File: src/hdl/tpwm_pkg.sv
package tpwm_pkg;

  // Counter and byte widths
  localparam int TPWM_CNT_W = 16;
  localparam int TPWM_BYTE_W = 8;

  // Counter value after reset, after a period match in PWM mode and on a single shot restart
  localparam logic [15:0] TPWM_RELOAD = 16'hFFFC;
  // Counts spent between the reload point and zero plus the match cycle
  localparam logic [15:0] TPWM_TICK_OFFSET = 16'h0005;

  // Timer clock selection codes
  localparam logic [1:0] TPWM_SEL_DIV4 = 2'h0;
  localparam logic [1:0] TPWM_SEL_DIV2 = 2'h1;
  localparam logic [1:0] TPWM_SEL_DIV8 = 2'h2;
  localparam logic [1:0] TPWM_SEL_EXT = 2'h3;

  // Prescale factors
  localparam logic [3:0] TPWM_DIV2 = 4'h2;
  localparam logic [3:0] TPWM_DIV4 = 4'h4;
  localparam logic [3:0] TPWM_DIV8 = 4'h8;

  // Reset values of control state
  localparam logic [2:0] TPWM_PRE_RST = 3'h0;
  localparam logic [15:0] TPWM_VAL_RST = 16'h0000;

  // Control bits from software
  typedef struct packed {
    logic pwm_mode;
    logic single_shot_mode;
    logic compare1_pin_enable;
    logic first_match_level;
    logic period_match_level;
    logic [1:0] timer_clock_select;
    logic capture_irq_enable;
    logic global_irq_mask;
  } tpwm_ctrl_s;

  // Sticky status flags
  typedef struct packed {
    logic compare1_flag;
    logic compare2_flag;
    logic capture1_flag;
    logic capture2_flag;
  } tpwm_flags_s;

  // Flag clear strobes, one per flag
  typedef struct packed {
    logic clr_compare1;
    logic clr_compare2;
    logic clr_capture1;
    logic clr_capture2;
  } tpwm_clear_s;

  // Prescale factor for a clock selection code
  function automatic logic [3:0] tpwm_div_of(input logic [1:0] sel);
    case (sel)
      TPWM_SEL_DIV2: tpwm_div_of = TPWM_DIV2;
      TPWM_SEL_DIV8: tpwm_div_of = TPWM_DIV8;
      default: tpwm_div_of = TPWM_DIV4;
    endcase
  endfunction

endpackage

File: src/hdl/tpwm_prescaler.sv
`timescale 1ns/1ps
module tpwm_prescaler
  import tpwm_pkg::*;
(
  // Clock and reset
  input wire logic clk_sys,
  input wire logic rst,
  input wire logic clk_en,
  // Selection and external tick
  input wire logic [1:0] timer_clock_select,
  input wire logic ext_tick,
  // Timer tick, one cycle wide when dividing; follows ext_tick in external mode
  output logic tick
);

  typedef struct packed {
    logic [2:0] cnt;
  } tpwm_pre_s;

  tpwm_pre_s s_q;
  tpwm_pre_s s_d;
  logic [3:0] div;

  // Divide the system clock or pass the external tick
  always_comb
  begin
    div = tpwm_div_of(timer_clock_select);
    s_d = s_q;
    if (timer_clock_select == TPWM_SEL_EXT)
    begin
      tick = ext_tick;
      s_d.cnt = TPWM_PRE_RST;
    end
    else
    begin
      tick = (s_q.cnt == 3'(div - 4'h1));
      s_d.cnt = tick ? TPWM_PRE_RST : s_q.cnt + 3'h1;
    end
  end

  // State register, frozen while clock enable is low
  always_ff @(posedge clk_sys or posedge rst)
  begin
    if (rst)
      s_q <= '{cnt: TPWM_PRE_RST};
    else if (clk_en)
      s_q <= s_d;
  end

endmodule // tpwm_prescaler

File: src/hdl/tpwm_timer.sv
`timescale 1ns/1ps
// Behaviour
// PWM mode owns compare 1 and period
// Shadows load only at period match
// High byte write locks until low byte
// Compare always enabled in PWM mode
// Matches drive pin to chosen levels
// Pin enable and mode bit start PWM
// Pulse length is period minus first
// Equal levels give constant output
// Timer clock divided by 2, 4, 8 or external
// Program values as ticks minus five
// Period match reloads counter to FFFC
// Compare flags never set in PWM mode
// Period match sets capture one flag
// Capture pin one ignored in PWM mode
// Capture pin two still captures
// PWM overrides single shot mode
// Counter steps and compares every tick
// Clearing mode restores normal compare
module tpwm_timer
  import tpwm_pkg::*;
#(
  parameter int CNT_W = TPWM_CNT_W
)
(
  // Clock, reset and clock enable
  input wire logic clk_sys,
  input wire logic rst,
  input wire logic clk_en,
  // Control bits
  input wire tpwm_ctrl_s ctrl,
  // Compare byte writes: sel 0 first, 1 period
  input wire logic cmp_wr_high,
  input wire logic cmp_wr_low,
  input wire logic cmp_wr_sel,
  input wire logic [7:0] cmp_wr_byte,
  // Timer pins, synchronous to clk_sys
  input wire logic ext_tick,
  input wire logic capture_pin_one,
  input wire logic capture_pin_two,
  // Flag clears
  input wire tpwm_clear_s flag_clear,
  // Waveform pin
  output logic waveform_output_pin,
  output logic waveform_output_oe,
  // Status
  output tpwm_flags_s flags,
  output logic timer_irq,
  output logic [CNT_W-1:0] counter,
  output logic [CNT_W-1:0] first_capture_value,
  output logic [CNT_W-1:0] second_capture_value
);

  typedef struct packed {
    logic [CNT_W-1:0] cnt;
    logic [CNT_W-1:0] first_compare_value;
    logic [CNT_W-1:0] period_compare_value;
    logic [CNT_W-1:0] first_shadow;
    logic [CNT_W-1:0] period_shadow;
    logic [7:0] first_high_hold;
    logic [7:0] period_high_hold;
    logic first_lock;
    logic period_lock;
    logic pin;
    tpwm_flags_s flags;
    logic [CNT_W-1:0] cap1_val;
    logic [CNT_W-1:0] cap2_val;
    logic cap1_prev;
    logic cap2_prev;
  } tpwm_state_s;

  tpwm_state_s s_q;
  tpwm_state_s s_d;
  logic tick;
  logic tick_en;
  logic pwm;
  logic first_hit;
  logic period_hit;
  logic cap1_edge;
  logic cap2_edge;

  // Timer clock source
  tpwm_prescaler u_pre (
    .clk_sys(clk_sys),
    .rst(rst),
    .clk_en(clk_en),
    .timer_clock_select(ctrl.timer_clock_select),
    .ext_tick(ext_tick),
    .tick(tick)
  );

  // Match and edge decode
  assign tick_en = tick & clk_en;
  assign pwm = ctrl.pwm_mode;
  assign first_hit = tick & (s_q.cnt == s_q.first_shadow);
  assign period_hit = tick & (s_q.cnt == s_q.period_shadow);
  assign cap1_edge = capture_pin_one & ~s_q.cap1_prev & ~pwm;
  assign cap2_edge = capture_pin_two & ~s_q.cap2_prev;

  // Next state
  always_comb
  begin
    s_d = s_q;
    s_d.cap1_prev = capture_pin_one;
    s_d.cap2_prev = capture_pin_two;
    // Clears first, so a same-cycle set below wins
    if (flag_clear.clr_compare1)
      s_d.flags.compare1_flag = 1'b0;
    if (flag_clear.clr_compare2)
      s_d.flags.compare2_flag = 1'b0;
    if (flag_clear.clr_capture1)
      s_d.flags.capture1_flag = 1'b0;
    if (flag_clear.clr_capture2)
      s_d.flags.capture2_flag = 1'b0;
    // Byte-locked compare writes
    if (cmp_wr_high)
    begin
      if (cmp_wr_sel)
      begin
        s_d.period_high_hold = cmp_wr_byte;
        s_d.period_lock = 1'b1;
      end
      else
      begin
        s_d.first_high_hold = cmp_wr_byte;
        s_d.first_lock = 1'b1;
      end
    end
    else if (cmp_wr_low)
    begin
      // Value moves on the low byte write, joined with the held high byte
      if (cmp_wr_sel)
      begin
        s_d.period_compare_value = {s_q.period_high_hold, cmp_wr_byte};
        s_d.period_lock = 1'b0;
      end
      else
      begin
        s_d.first_compare_value = {s_q.first_high_hold, cmp_wr_byte};
        s_d.first_lock = 1'b0;
      end
    end
    // Outside PWM mode the compares follow the values directly
    if (!pwm)
    begin
      s_d.first_shadow = s_q.first_compare_value;
      s_d.period_shadow = s_q.period_compare_value;
    end
    // Counter and compare actions
    if (pwm && period_hit)
    begin
      s_d.cnt = TPWM_RELOAD;
      s_d.pin = ctrl.period_match_level;
      s_d.flags.capture1_flag = 1'b1;
      s_d.first_shadow = s_q.first_compare_value;
      s_d.period_shadow = s_q.period_compare_value;
    end
    else if (!pwm && ctrl.single_shot_mode && cap1_edge)
    begin
      // Single shot: pin edge restarts count at period level
      s_d.cnt = TPWM_RELOAD;
      s_d.pin = ctrl.period_match_level;
    end
    else if (tick)
    begin
      s_d.cnt = s_q.cnt + 16'h0001;
      if (first_hit)
      begin
        s_d.pin = ctrl.first_match_level;
        if (!pwm)
          s_d.flags.compare1_flag = 1'b1;
      end
      if (!pwm && period_hit)
        s_d.flags.compare2_flag = 1'b1;
    end
    // Input captures
    if (cap1_edge)
    begin
      s_d.cap1_val = s_q.cnt;
      s_d.flags.capture1_flag = 1'b1;
    end
    if (cap2_edge)
    begin
      s_d.cap2_val = s_q.cnt;
      s_d.flags.capture2_flag = 1'b1;
    end
  end

  // State register, frozen while clock enable is low
  always_ff @(posedge clk_sys or posedge rst)
  begin
    if (rst)
      s_q <= '{cnt: TPWM_RELOAD, default: '0};
    else if (clk_en)
      s_q <= s_d;
  end

  // Outputs
  assign waveform_output_oe = ctrl.compare1_pin_enable;
  assign waveform_output_pin = s_q.pin & ctrl.compare1_pin_enable;
  assign flags = s_q.flags;
  assign counter = s_q.cnt;
  assign first_capture_value = s_q.cap1_val;
  assign second_capture_value = s_q.cap2_val;
  assign timer_irq = ctrl.capture_irq_enable & ~ctrl.global_irq_mask
    & (s_q.flags.capture1_flag | s_q.flags.capture2_flag);
endmodule // tpwm_timer

File: config.mk
export PLATFORM = sky130hd
export DESIGN_NAME = tpwm_timer
export DESIGN_NICKNAME = d
export VERILOG_FILES = /design/src/hdl/tpwm_pkg.sv /design/src/hdl/tpwm_prescaler.sv /design/src/hdl/tpwm_timer.sv
export SDC_FILE = /design/constraint.sdc
export NUM_CORES = 1
export LEC_CHECK = 0
export ABC_AREA = 1
export BUFFER_PORTS_ARGS = -buffer_cell sky130_fd_sc_hd__clkbuf_2
export CORE_ASPECT_RATIO = 1.5
export CORE_UTILIZATION = 36
export CTS_CLUSTER_SIZE = 24
export DETAILED_ROUTE_END_ITERATION = 6
export PLACE_DENSITY_LB_ADDON = 0.08
export SYNTH_ARGS = -nofsm -noshare
export SYNTH_HDL_FRONTEND = slang
export SYNTH_SLANG_ARGS = --single-unit
export TNS_END_PERCENT = 100
File: constraint.sdc
create_clock -name clk_sys -period 8.85 [get_ports clk_sys]
set_input_delay 1.77 -clock clk_sys [delete_from_list [all_inputs] [get_ports clk_sys]]
set_output_delay 1.77 -clock clk_sys [all_outputs]
set_load 0.1 [all_outputs]
==> results by group <==
Run status
  – Run status: completed

Drt
  – Pre-Repair DR Iteration Count: 4
  – Initial drt markers: 229
  – DR vias: just under 5000
  – Remaining DRCs: 0
  – WL final: 15.3 mm
  – Antenna-violating nets left: 0
  – WL/cell: 14.3 um
  – Via-per-instance ratio: 4.57

GRT
  – First-pass GRT wire length: approximately 25 mm
  – Largest net degree at the start of global routing: between 70 and 80
  – Antenna violations before repair: 0
  – Vias in the first global route: between 4000 and 5000
  – Total gr overflow: 0
  – Gr usage total: roughly 17%

Hold path
  – Worst min path class: flop to flop
  – Hold depth: 2

STA
  – Fin Hold WS: ~480 ps
  – RSZ-0062 raised after global routing: false
  – FMAX: 237 MHz
  – Endpoints failing hold: 0
  – Final Cycle Share: 47.7%
  – Setup tns final: 0 ps
  – Slew Viols, Final: 0
  – Rel. slew slack: about a quarter
  – Slew @ Worst Pin: approximately 1100 ps
  – Worst Skew: about 12 ps
  – Tmin final: 4220 ps
  – Number of endpoints failing setup at the final stage: 0

Worst setup path
  – CP Capture Type: output pin
  – Crit path kind: primary input to output pin
  – Critical path fanouts, max: 1
  – CP startpoint kind: primary input
  – Worst Path Arrival: ~2500 ps
  – R2R depth: 11
  – Worst Path Required: just over 7000 ps

Floorplan
  – Die Y-Extent: between 150 and 200 um
  – Die width: about 110 um
  – Die Area: 19300 um2
  – Ports: between 80 and 90
  – Row count: 60
  – Core area: 18100 um2
  – Starting Density: a little under two fifths

Place
  – Buffers on Ports: 84
  – Gpl congestion: 0.792
  – Placed cell count: approximately 1000
  – HPWL after DPL: about 11 mm

Pwr
  – LEAKAGE: a little under 4 nW
  – PnR Total Power: about 0.0029 W
  – Peak VDD IR: 0.000129 V
  – Power per cell area: approximately 380 nW/um2

Clock network
  – Clk pin slew, worst setup/hold paths: approximately 70 ps
  – Clk buf depth: 2
  – CTS resizes: 0
  – Cts hold-fix bufs: 0
  – Worst skew pair latency: roughly 420 ps
  – CTS buffer count: 17
  – Clock root buffer: clkbuf_16
  – Setup Buffers After CTS: 0
  – CTS Sinks: about 140
  – Htree depth: 4
  – Clock tree from TritonCTS: yes

Cells and area
  – N_diodes: 0
  – Layout cells sized above 1: 24.5%
  – Fin cells: 1067
  – Area growth syn-to-layout: 11.8%
  – Nets: about 840

Logic synthesis
  – Syn avg cell area: roughly 8.6 um2
  – Cells after Synth: a little under 800
  – Synthesized Nets: around 820
  – Mapped cell area: between 6000 and 7000 um2
  – Distinct cells, synth: 33
  – Sequential cell area fraction in the yosys report: between 50% and 60%
  – FF+latch count, synth: about 140
  – Total of warnings raised by yosys: 0

Job
  – Max-Cap Viols: 0
==> flip-flops by register name (all words and copies together) (netlist names) <==
register,flops
s_q,83
counter,16
first_capture_value,16
second_capture_value,16
flags,4
u_pre.s_q,3
==> layout make-up <==
type / count / area (um2)
inverter: 75 / 287
timing repair buffer: 86 / 435
multi-input combinational: 488 / 2400
fill: 1844 / 10600
clock buffer: 17 / 425
sequential: 138 / 3470
clock inverter: 15 / 200
tap: 248 / 310
==> power by group <==
| part | total [W] | internal (W) | switching [W] |
|---|---|---|---|
| Combinational | 0.00114 | 0.000202 | 0.000936 |
| Clock | 0.000762 | 0.000456 | 0.000306 |
| Sequential | 0.000966 | 0.000815 | 0.000151 |
| Total | 0.00287 | 0.00147 | 0.00139 |
==> worst paths after layout <==
kind	slack (ps)	endpoint	from
min	480	s_q[55]	s_q[55]
max reg2reg	6230	s_q[80]	counter[8]
max in group asynchronous	6040	s_q[103]	rst
max	4630	timer_irq	ctrl[1]
min reg2reg	480	s_q[55]	s_q[55]
min in group asynchronous	1430	s_q[91]	rst
==> stage by stage <==
stage | cell area, um2 | utilization, % | worst slack, ps
floorplan | 6730 | - | 3410
global placement | 6900 | 38.2 | 4610
global route | 7530 | 41.6 | 4580
finish | 7530 | 41.6 | 4630
CTS | 7530 | 41.6 | 4630
detailed placement | 6900 | 38.2 | 4630
==> cell usage in the layout (no fill, tap or decap) <==
cell,count
a21oi_1,12
a21oi_2,20
a21oi_4,1
buf_4,2
bufinv_16,3
clkbuf_16,17
clkbuf_2,84
clkinvlp_4,2
dfrtp_1,124
dfstp_2,14
ha_1,2
inv_1,69
inv_2,5
inv_6,8
inv_8,3
mux2_2,5
nand2_1,225
nand2_2,1
nand2_4,3
nand3_1,28
nand3_2,1
nand4_1,8
nand4_4,1
nor2_1,48
nor2_2,18
nor2_4,1
nor3_1,3
nor3_2,1
nor3b_1,1
nor4_1,1
o211ai_1,1
o21ai_0,82
o21ai_1,4
o21ai_2,11
or2_1,1
xor2_1,9
==> Yosys cell counts <==
master / count / area [um2]
ha_1: 2 / 25.0
nor3b_1: 1 / 7.51
dfstp_2: 14 / 368
buf_2: 4 / 20.0
o21ai_0: 82 / 410
nor2_4: 1 / 11.3
inv_2: 5 / 18.8
nand3_2: 1 / 10.0
a21oi_2: 20 / 175
nor2_2: 18 / 113
inv_1: 70 / 263
nor4_1: 1 / 6.26
mux2_2: 5 / 56.3
buf_6: 7 / 78.8
nand4_1: 8 / 50.1
o21ai_2: 11 / 96.3
o21ai_1: 4 / 20.0
clkbuf_1: 14 / 52.6
nand2_2: 1 / 6.26
nor3_1: 3 / 15.0
nand3_1: 28 / 140
nor3_2: 1 / 10.0
buf_4: 57 / 428
nand4_4: 1 / 21.3
nand2_4: 3 / 33.8
nand2_1: 225 / 845
a21oi_4: 1 / 16.3
dfrtp_1: 124 / 3100
or2_1: 1 / 6.26
nor2_1: 48 / 180
xor2_1: 9 / 78.8
o211ai_1: 1 / 7.51
a21oi_1: 12 / 60.1
==> critical path, cell delays in order <==
cell	delay, ps
clkbuf_2	70
o21ai_0	60
nor2_1	80
clkbuf_2	460
==> metal layers <==
layer	global-route usage, %	vias to the layer above	share of wire, %	wire length, um
li1	-	2477	-	-
met1	21.1	2273	45	6920
met2	28.3	100	48	7390
met3	3.00	25	2.8	435
met4	9.04	0	3.6	554
met5	0	-	0	0
==> cells by family (layout without fill, tap and decap cells) <==
group / count (synthesis) / after routing / synth area share, %
AND/OR/NAND/NOR: 341 / 341 / 21.6
buffers and inverters: 157 / 193 / 12.8
flip-flops: 138 / 138 / 51.6
AO/OA/AOI/OAI: 131 / 131 / 11.7
XOR/XNOR: 9 / 9 / 1.17
multiplexers: 5 / 5 / 0.836
adder cells (fa/ha/maj): 2 / 2 / 0.372
Power figures use the tool's default switching activity.
